`src/logic/ofic_pkg.sv`:
```
// Purpose: shared constants and types for the output fault and inhibit control block
// Assumes: 10 MHz system clock, register port with one-cycle read latency
// Notes: register indices and field positions are gathered here
package ofic_pkg;
    localparam int CLK_HZ = 10000000;
    // protection delay is held in milliseconds
    localparam int DELAY_MS_DEFAULT = 80;
    localparam int CYCLES_PER_MS = CLK_HZ / 1000;

    localparam logic [3:0] ADDR_CTRL = 4'h0;
    localparam logic [3:0] ADDR_FISRC = 4'h1;
    localparam logic [3:0] ADDR_DELAY = 4'h2;
    localparam logic [3:0] ADDR_CMD = 4'h3;
    localparam logic [3:0] ADDR_STATUS = 4'h4;
    localparam logic [3:0] ADDR_NVSET = 4'h5;

    localparam int CTRL_OUTEN = 0;
    localparam int CTRL_FIEN = 1;
    localparam int CTRL_OCPEN = 2;
    localparam int CTRL_OVPEN = 3;
    localparam int CMD_CLEAR = 0;
    localparam int NV_PON = 0;
    localparam int NV_MODE_LSB = 1;

    localparam int SB_QUESTIONABLE_SUMMARY_CHOICE = 3;
    localparam int SB_ESB = 5;
    localparam int SB_RQS = 6;
    localparam int SB_OPERATION_SUMMARY_CHOICE = 7;

    typedef enum logic [2:0] {
        FISRC_OFF = 3'h0,
        FISRC_QUESTIONABLE_SUMMARY_CHOICE = 3'h1,
        FISRC_OPERATION_SUMMARY_CHOICE = 3'h2,
        FISRC_ESB = 3'h3,
        FISRC_RQS = 3'h4
    } ofic_src_t;

    typedef enum logic [1:0] {
        RDM_OFF = 2'h0,
        RDM_LATCH = 2'h1,
        RDM_LIVE = 2'h2
    } ofic_mode_t;

    typedef enum logic [1:0] {
        PON_RESET = 2'h1,
        PON_SLOT0 = 2'h2
    } ofic_pon_t;

    typedef struct packed {
        logic [3:0] addr;
        logic [31:0] wdata;
        logic wr;
        logic rd;
    } ofic_req_t;

    typedef struct packed {
        logic overVoltage;
        logic overTemp;
        logic ccRaw;
    } ofic_analog_t;
endpackage

```
`src/logic/output_fault_inhibit_control.sv`:
```
// Purpose: output enable, protection latch, inhibit handling and fault indicator of a dc source
// Assumes: inputs synchronous to mclk except inhibitInput; nv store outside loads nvLoad values
// Notes: register map: 0 ctrl, 1 indicator source, 2 delay ms, 3 command, 4 status, 5 stored settings
// What this block does
// - output enable setting; cleared means output held at zero; resets to 0
// - fault indicator has own enable, off after reset; line driven only when on
// - questionable choice drives indicator from status byte bit 3
// - operation choice drives indicator from status byte bit 7
// - standard event choice drives indicator from status byte bit 5
// - service request choice drives indicator from status byte bit 6
// - source choice none passes nothing; it is the reset value
// - power-on choice kept non-volatile: reset settings or slot zero recall
// - overvoltage, overcurrent, overtemperature or inhibit latches output off; clear releases
// - clear ignored while any fault cause is still present
// - successful clear restores output enable in effect before the fault
// - programmable delay, default 0.08 s, before recording constant current
// - overcurrent trip waits for the same delayed constant current record
// - overvoltage trip ignores that delay
// - inhibit mode kept in non-volatile storage
// - latching mode: inhibit driven low latches output off
// - latching mode: latch released only by clear while inhibit is high
// - live mode: output off while inhibit low, unaffected when high
// - off mode ignores inhibit entirely
// - overcurrent enabled and constant current: output off, overcurrent flag set
// - overvoltage trips with zero delay above the programmed level
`timescale 1ns/10ps
`default_nettype none
module output_fault_inhibit_control #(
    parameter int DELAY_MS_RESET = ofic_pkg::DELAY_MS_DEFAULT,
    parameter int CYCLES_PER_MS = ofic_pkg::CYCLES_PER_MS
) (
    input wire logic mclk,
    input wire logic rst_n,
    input wire ofic_pkg::ofic_req_t busReq,
    output logic [31:0] readData,
    input wire ofic_pkg::ofic_analog_t analogIn,
    input wire logic [7:0] statusByte,
    input wire logic inhibitInput,
    input wire logic nvLoad,
    input wire logic [7:0] nvData,
    output logic outputOn,
    output logic fault_indicator_out,
    output logic faultIndicatorOe,
    output logic constant_current_state,
    output logic overcurrent_trip,
    output logic overvoltage_trip,
    output logic recall_slot_zero_poweron,
    output logic nvWrite,
    output logic [7:0] nvWriteData
);
    logic outEnable;
    logic faultIndEnable;
    logic ocpEnable;
    logic ovpEnable;
    ofic_pkg::ofic_src_t faultSource;
    ofic_pkg::ofic_mode_t remote_disable_mode;
    ofic_pkg::ofic_pon_t ponChoice;
    logic [31:0] delayMs;
    logic inhMeta;
    logic inhSync;
    logic inhibitLatched;
    logic protLatched;
    logic savedEnable;
    logic [31:0] msCount;
    logic [31:0] cycleCount;
    logic msTick;
    logic ccRecorded;
    logic ocFlag;
    logic ovFlag;
    logic otFlag;
    logic selectedFlag;
    logic clearReq;
    logic causePresent;
    logic newFault;
    logic wrCtrl;
    logic clearOk;
    logic [7:0] next_nv;

    assign wrCtrl = busReq.wr && busReq.addr == ofic_pkg::ADDR_CTRL;
    assign clearReq = busReq.wr && busReq.addr == ofic_pkg::ADDR_CMD && busReq.wdata[ofic_pkg::CMD_CLEAR];
    // an inhibit still low only blocks the clear in latching mode
    assign causePresent = analogIn.overVoltage || analogIn.overTemp || constant_current_state
        || (remote_disable_mode == ofic_pkg::RDM_LATCH && !inhSync);
    assign newFault = (ovpEnable && analogIn.overVoltage)
        || (ocpEnable && constant_current_state)
        || analogIn.overTemp
        || (remote_disable_mode == ofic_pkg::RDM_LATCH && !inhSync);
    // every new fault is also a cause, so an accepted clear never meets a fresh fault
    assign clearOk = clearReq && !causePresent;

    // output enable; a write to ctrl in the clear cycle wins over the restore
    always_ff @(posedge mclk or negedge rst_n) begin
        if (!rst_n) begin
            outEnable <= 1'b0;
        end else if (wrCtrl) begin
            outEnable <= busReq.wdata[ofic_pkg::CTRL_OUTEN];
        end else if (clearOk && protLatched) begin
            outEnable <= savedEnable;
        end
    end

    // indicator and protection enables; overvoltage protection starts armed
    always_ff @(posedge mclk or negedge rst_n) begin
        if (!rst_n) begin
            faultIndEnable <= 1'b0;
            ocpEnable <= 1'b0;
            ovpEnable <= 1'b1;
        end else if (wrCtrl) begin
            faultIndEnable <= busReq.wdata[ofic_pkg::CTRL_FIEN];
            ocpEnable <= busReq.wdata[ofic_pkg::CTRL_OCPEN];
            ovpEnable <= busReq.wdata[ofic_pkg::CTRL_OVPEN];
        end
    end

    // indicator source; unknown codes fall back to none
    always_ff @(posedge mclk or negedge rst_n) begin
        if (!rst_n) begin
            faultSource <= ofic_pkg::FISRC_OFF;
        end else if (busReq.wr && busReq.addr == ofic_pkg::ADDR_FISRC) begin
            case (busReq.wdata[2:0])
                3'h1: faultSource <= ofic_pkg::FISRC_QUESTIONABLE_SUMMARY_CHOICE;
                3'h2: faultSource <= ofic_pkg::FISRC_OPERATION_SUMMARY_CHOICE;
                3'h3: faultSource <= ofic_pkg::FISRC_ESB;
                3'h4: faultSource <= ofic_pkg::FISRC_RQS;
                default: faultSource <= ofic_pkg::FISRC_OFF;
            endcase
        end
    end

    // constant current delay in milliseconds
    always_ff @(posedge mclk or negedge rst_n) begin
        if (!rst_n) begin
            delayMs <= 32'(DELAY_MS_RESET);
        end else if (busReq.wr && busReq.addr == ofic_pkg::ADDR_DELAY) begin
            delayMs <= busReq.wdata;
        end
    end

    // non-volatile settings: loaded from the store, written back on change
    assign next_nv = {5'h00, remote_disable_mode, ponChoice == ofic_pkg::PON_SLOT0};
    always_ff @(posedge mclk or negedge rst_n) begin
        if (!rst_n) begin
            remote_disable_mode <= ofic_pkg::RDM_OFF;
            ponChoice <= ofic_pkg::PON_RESET;
            nvWrite <= 1'b0;
            nvWriteData <= 8'h00;
        end else begin
            nvWrite <= 1'b0;
            if (nvLoad) begin
                ponChoice <= nvData[ofic_pkg::NV_PON] ? ofic_pkg::PON_SLOT0 : ofic_pkg::PON_RESET;
                remote_disable_mode <= ofic_pkg::ofic_mode_t'(nvData[ofic_pkg::NV_MODE_LSB +: 2]);
            end else if (busReq.wr && busReq.addr == ofic_pkg::ADDR_NVSET) begin
                ponChoice <= busReq.wdata[ofic_pkg::NV_PON] ? ofic_pkg::PON_SLOT0 : ofic_pkg::PON_RESET;
                remote_disable_mode <= ofic_pkg::ofic_mode_t'(busReq.wdata[ofic_pkg::NV_MODE_LSB +: 2]);
                nvWrite <= 1'b1;
                nvWriteData <= busReq.wdata[7:0];
            end
        end
    end

    always_ff @(posedge mclk or negedge rst_n) begin
        if (!rst_n) begin
            recall_slot_zero_poweron <= 1'b0;
        end else begin
            recall_slot_zero_poweron <= ponChoice == ofic_pkg::PON_SLOT0;
        end
    end

    // inhibit synchroniser; only inhSync is looked at
    always_ff @(posedge mclk or negedge rst_n) begin
        if (!rst_n) begin
            inhMeta <= 1'b1;
            inhSync <= 1'b1;
        end else begin
            inhMeta <= inhibitInput;
            inhSync <= inhMeta;
        end
    end

    // millisecond tick from the clock
    always_ff @(posedge mclk or negedge rst_n) begin
        if (!rst_n) begin
            cycleCount <= 32'h00000000;
            msTick <= 1'b0;
        end else if (cycleCount >= 32'(CYCLES_PER_MS - 1)) begin
            cycleCount <= 32'h00000000;
            msTick <= 1'b1;
        end else begin
            cycleCount <= cycleCount + 32'h00000001;
            msTick <= 1'b0;
        end
    end

    // constant current is recorded only after it has stood for the delay
    always_ff @(posedge mclk or negedge rst_n) begin
        if (!rst_n) begin
            msCount <= 32'h00000000;
            ccRecorded <= 1'b0;
        end else if (!analogIn.ccRaw) begin
            msCount <= 32'h00000000;
            ccRecorded <= 1'b0;
        end else if (msCount >= delayMs) begin
            ccRecorded <= 1'b1;
        end else if (msTick) begin
            msCount <= msCount + 32'h00000001;
        end
    end

    always_ff @(posedge mclk or negedge rst_n) begin
        if (!rst_n) begin
            constant_current_state <= 1'b0;
        end else begin
            constant_current_state <= ccRecorded;
        end
    end

    // protection latch; a fault in the clear cycle keeps the latch set
    always_ff @(posedge mclk or negedge rst_n) begin
        if (!rst_n) begin
            protLatched <= 1'b0;
        end else if (newFault) begin
            protLatched <= 1'b1;
        end else if (clearOk) begin
            protLatched <= 1'b0;
        end
    end

    // enable in effect when the first fault of a latch episode arrived
    always_ff @(posedge mclk or negedge rst_n) begin
        if (!rst_n) begin
            savedEnable <= 1'b0;
        end else if (newFault && !protLatched) begin
            savedEnable <= outEnable;
        end
    end

    // cause flags: each set by its own cause, dropped only by an accepted clear
    always_ff @(posedge mclk or negedge rst_n) begin
        if (!rst_n) begin
            ocFlag <= 1'b0;
        end else if (ocpEnable && constant_current_state) begin
            ocFlag <= 1'b1;
        end else if (clearOk) begin
            ocFlag <= 1'b0;
        end
    end

    always_ff @(posedge mclk or negedge rst_n) begin
        if (!rst_n) begin
            ovFlag <= 1'b0;
        end else if (ovpEnable && analogIn.overVoltage) begin
            ovFlag <= 1'b1;
        end else if (clearOk) begin
            ovFlag <= 1'b0;
        end
    end

    always_ff @(posedge mclk or negedge rst_n) begin
        if (!rst_n) begin
            otFlag <= 1'b0;
        end else if (analogIn.overTemp) begin
            otFlag <= 1'b1;
        end else if (clearOk) begin
            otFlag <= 1'b0;
        end
    end

    always_ff @(posedge mclk or negedge rst_n) begin
        if (!rst_n) begin
            inhibitLatched <= 1'b0;
        end else if (remote_disable_mode == ofic_pkg::RDM_LATCH && !inhSync) begin
            inhibitLatched <= 1'b1;
        end else if (clearOk) begin
            inhibitLatched <= 1'b0;
        end
    end

    // output stage; a fresh fault already holds it off in the cycle it is seen
    always_ff @(posedge mclk or negedge rst_n) begin
        if (!rst_n) begin
            outputOn <= 1'b0;
        end else begin
            outputOn <= outEnable && !protLatched && !newFault
                && !(remote_disable_mode == ofic_pkg::RDM_LIVE && !inhSync);
        end
    end

    // trip flags to the pins
    always_ff @(posedge mclk or negedge rst_n) begin
        if (!rst_n) begin
            overcurrent_trip <= 1'b0;
            overvoltage_trip <= 1'b0;
        end else begin
            overcurrent_trip <= ocFlag;
            overvoltage_trip <= ovFlag;
        end
    end

    always_comb begin
        case (faultSource)
            ofic_pkg::FISRC_QUESTIONABLE_SUMMARY_CHOICE: selectedFlag = statusByte[ofic_pkg::SB_QUESTIONABLE_SUMMARY_CHOICE];
            ofic_pkg::FISRC_OPERATION_SUMMARY_CHOICE: selectedFlag = statusByte[ofic_pkg::SB_OPERATION_SUMMARY_CHOICE];
            ofic_pkg::FISRC_ESB: selectedFlag = statusByte[ofic_pkg::SB_ESB];
            ofic_pkg::FISRC_RQS: selectedFlag = statusByte[ofic_pkg::SB_RQS];
            default: selectedFlag = 1'b0;
        endcase
    end

    // indicator level; gated by the enable so a released pin never carries a stale flag
    always_ff @(posedge mclk or negedge rst_n) begin
        if (!rst_n) begin
            fault_indicator_out <= 1'b0;
        end else begin
            fault_indicator_out <= faultIndEnable && selectedFlag;
        end
    end

    // drive enable of the indicator pin
    always_ff @(posedge mclk or negedge rst_n) begin
        if (!rst_n) begin
            faultIndicatorOe <= 1'b0;
        end else begin
            faultIndicatorOe <= faultIndEnable;
        end
    end

    // read port, data one cycle after the strobe; unmapped reads return zero
    always_ff @(posedge mclk or negedge rst_n) begin
        if (!rst_n) begin
            readData <= 32'h00000000;
        end else if (busReq.rd) begin
            case (busReq.addr)
                ofic_pkg::ADDR_CTRL: readData <= {28'h0000000, ovpEnable, ocpEnable, faultIndEnable, outEnable};
                ofic_pkg::ADDR_FISRC: readData <= {29'h00000000, faultSource};
                ofic_pkg::ADDR_DELAY: readData <= delayMs;
                ofic_pkg::ADDR_STATUS: readData <= {25'h0000000, inhSync, inhibitLatched, otFlag,
                    ovFlag, ocFlag, constant_current_state, protLatched};
                ofic_pkg::ADDR_NVSET: readData <= {24'h000000, next_nv};
                default: readData <= 32'h00000000;
            endcase
        end else begin
            readData <= 32'h00000000;
        end
    end
endmodule
`default_nettype wire

```
`config.mk`:
```
export PLATFORM = sky130hd
export DESIGN_NAME = output_fault_inhibit_control
export DESIGN_NICKNAME = d
export VERILOG_FILES = /design/src/logic/ofic_pkg.sv /design/src/logic/output_fault_inhibit_control.sv
export SDC_FILE = /design/constraint.sdc
export NUM_CORES = 1
export LEC_CHECK = 0
export ABC_AREA = 1
export BUFFER_PORTS_ARGS = -buffer_cell sky130_fd_sc_hd__buf_4
export CORE_AREA = 10 10 162 164
export DETAILED_ROUTE_END_ITERATION = 7
export DIE_AREA = 0 0 172 174
export PLACE_DENSITY = 0.61
export SLEW_MARGIN = 20
export SYNTH_ARGS = -nofsm -noshare
export SYNTH_HDL_FRONTEND = slang
export SYNTH_SLANG_ARGS = --single-unit
```
`constraint.sdc`:
```
create_clock -name mclk -period 2.1 [get_ports mclk]
set_clock_uncertainty 0.05 [all_clocks]
set_input_delay 0 -clock mclk [delete_from_list [all_inputs] [get_ports mclk]]
set_output_delay 0 -clock mclk [all_outputs]
set_load 0.01 [all_outputs]
```
==> impl_metrics.toml <==
[synthesis]
synthMuxAreaShare_pct = 0
synth_cell_types = 46
ys.flop_type = "dfrtp_1"
synth_top_family_by_area = "simple AND/OR/NAND/NOR gates"
syn_avg_cell_area_sq_um = 8.62
ys_warn_count = 0
yosysSeqAreaShare_pct = 52.2
ys_ff_latch = 165
synth_compound_area_share_pct = 6.48
synthArstFlopShare_pct = 100
yosys.area_share.simple_pct = 25.9
synth-edff-count = 0
synth_xor_area_share_pct = 3.76
synthCells = 918
synth_fa_ha_area_share_pct = 5.37
syn_area_sq_um = 7920

[critical_path]
cp.arrival_ns = 2.33
criticalPathCategory = "flip-flop to flip-flop"
r2r_slack_ns = 0.02
crit_required_ns = 2.35
cp-end-kind = "flip-flop"
critPathLaunchType = "flip-flop"
cp_max_fo = 8

[floorplan]
die_h_um = 174
die_area_sq_um = 29900
core_sq_um = 23100
die_x_um = 172
top_level_ports = 109
initial_core_util_pct = 34.2
num_rows = 56

[power]
seq_power_share_pct = 45.6
switching_share_pct = 24.7
p_leak_nw = 5.45
clockPowerShare_pct = 41.0
p_sw_w = 0.00193
p_int_w = 0.00588
power_frac_comb_pct = 13.5
power.density_nw_per_um2 = 718
vdd_drop_max_mv = 0.461
total_power_w = 0.00780

[global_route]
antenna_found_initial = 1
grt_usage_pct = 12.8
grt_pass1_wl_um = 31500
grt-ovfl-total = 0
first_global_vias = 6420
grt_max_degree = 65

[timing]
setup_viol = 0
post-route-min-period_ns = 2.08
tightest_slew_ns = 0.892
timing.final.crit_share_pct = 99.2
hold_ws_ns = 0.0659
grt_setup_unrepaired = "true"
max_freq_mhz = 480
setup_tns_ns = 0
slew_viol_final = 0
hold_violations = 0
maxSlewHeadroom_pct = 40.4

[routing]
drcViolationCount = 0
ant_nets = 0
vias = 6529
wl_per_cell_um = 13.4
routed_wl_um = 19300
dr.pass1.iters = 4
vias_per_cell = 4.53
drt_iter0_drc = 520

[layout]
area_delta_synth_final_pct = 37.3
final_area_sq_um = 10900
fin_cells = 1441
layout-drive-gt1-share_pct = 23.8
final_nets = 1234
fill_cells = 2190

[clock_tree]
clk_latency_ns = 0.42
cts_sinks = 165
cts_tree = "done"
root_buffer = "clkbuf_16"
cts-htree-levels = 4
cts_buffer_depth = 2
numCtsBuffers = 17
clkTransAtPathRegs_ns = 0.06

[placement]
portBuffers = 99
post-dp-hpwl_um = 13300
place.gp.congestion = 0.896
placed_cells = 1334
placed_area_sq_um = 9250

[run]
maxCapViolations = 0

[run_status]
status = "finished, final reports clean"

[min_path]
holdCritPathClass = "input port to asynchronous set/reset pin"
per-stage QoR:
step,setup WS (ns),utilization (%)
5_1_grt,-0.105,47.0
3_3_place_gp,0.0891,40.0
6_report,0.0159,47.0
4_1_cts,-0.0107,45.2
3_5_place_dp,0.0429,40.0
2_1_floorplan,0.223,-
flip-flops by register name, indices dropped and copies added (netlist names), 2 cells and up:
signal               count
nvWriteData              8
readData                32
ponChoice                2
msCount                 32
cycleCount              32
delayMs                 32
remote_disable_mode      2
faultSource              3
cells in the mapped netlist, types with 6 or more instances:
cell | number | area (sq um)
nand2_1 | 215 | 807
xor2_1 | 24 | 210
nor2_1 | 153 | 574
dfstp_2 | 6 | 158
buf_2 | 11 | 55.1
inv_1 | 92 | 345
nand2_2 | 7 | 43.8
ha_1 | 34 | 425
nand3_1 | 49 | 245
a21oi_1 | 47 | 235
nor2_2 | 6 | 37.5
nand4_1 | 10 | 62.6
nor3_1 | 12 | 60.1
o21ai_0 | 19 | 95.1
xnor2_1 | 10 | 87.6
dfrtp_1 | 159 | 3980
worst paths after layout:
kind	from	endpoint	depth (start not counted)
hold reg to reg	inhMeta	inhSync	0
setup / recovery	delayMs[4]	msCount[30]	13
max in group asynchronous	rst_n	ovpEnable	3
hold / removal	rst_n	cycleCount[6]	2
min in group mclk	busReq[36]	outEnable	7
setup reg to reg	delayMs[4]	msCount[30]	13
critical path, cell delays in order, from the launching register on:
cell and delay, ns:
dfstp_2 0.54, inv_2 0.05, ha_4 0.23, nand2_2 0.07
nor2_4 0.04, nand2_2 0.08, nor2_2 0.05, nor2_2 0.12
nand2_2 0.08, nand2_4 0.08, nand3_4 0.19, buf_12 0.22
nand3_1 0.06, nand2_1 0.09
per-layer routing:
layer | vias up | part of all wire [%] | GRT usage, %
met2 | 114 | 48 | 20.5
met5 | - | 0 | 0
met4 | 0 | 1.5 | 4.06
met3 | 23 | 5.4 | 2.99
met1 | 3046 | 45 | 16.7
li1 | 3346 | - | -
power groups by stage:
stage | sequential (W) | combinational (W) | clock [W]
2_1_floorplan | 0.00360 | 0.000433 | 0
3_3_place_gp | 0.00359 | 0.000828 | 0
3_5_place_dp | 0.00360 | 0.000849 | 0
4_1_cts | 0.00354 | 0.000945 | 0.00327
5_1_grt | 0.00358 | 0.00120 | 0.00342
6_report | 0.00355 | 0.00105 | 0.00320
kinds of logic after synthesis:
kind of cell             Yosys count
AND/OR/NAND/NOR                  475
flip-flops                       165
buffers and inverters            118
AO/OA/AOI/OAI                     91
XOR/XNOR                          34
adder cells (fa/ha/maj)           34
other                              1
final cells by class:
type / count / area, sq um / area share (%)
multi-input combinational: 652 / 3600 / 33.1
timing repair buffer: 207 / 1790 / 16.5
clock inverter: 10 / 145 / 1.34
sequential: 165 / 4140 / 38.1
clock buffer: 20 / 467 / 4.29
inverter: 96 / 363 / 3.34
antenna: 1 / 2.50 / 0.0230
tap: 290 / 363 / 3.34
timing repair:
action / in CTS / in global routing
endpoints found under the hold margin: 231 / 1
buffers inserted: 0 / 15
gates resized for setup: 0 / 69
cloned: 0 / 3
hold buffers: 58 / 1
pin swaps: 0 / 7
endpoints found under the setup margin: 1 / 33
cells in the final DEF, fill, tap and decap left out, types with 18 or more instances in the layout:
cell type	count
nand3_1	48
dfrtp_1	154
nand2_1	203
inv_1	74
inv_2	20
conb_1	18
nor2_1	146
ha_1	23
clkbuf_16	19
a21oi_1	43
xor2_1	24
dlygate4sd3_1	58
buf_4	141
(Power assumes the default switching activity.)
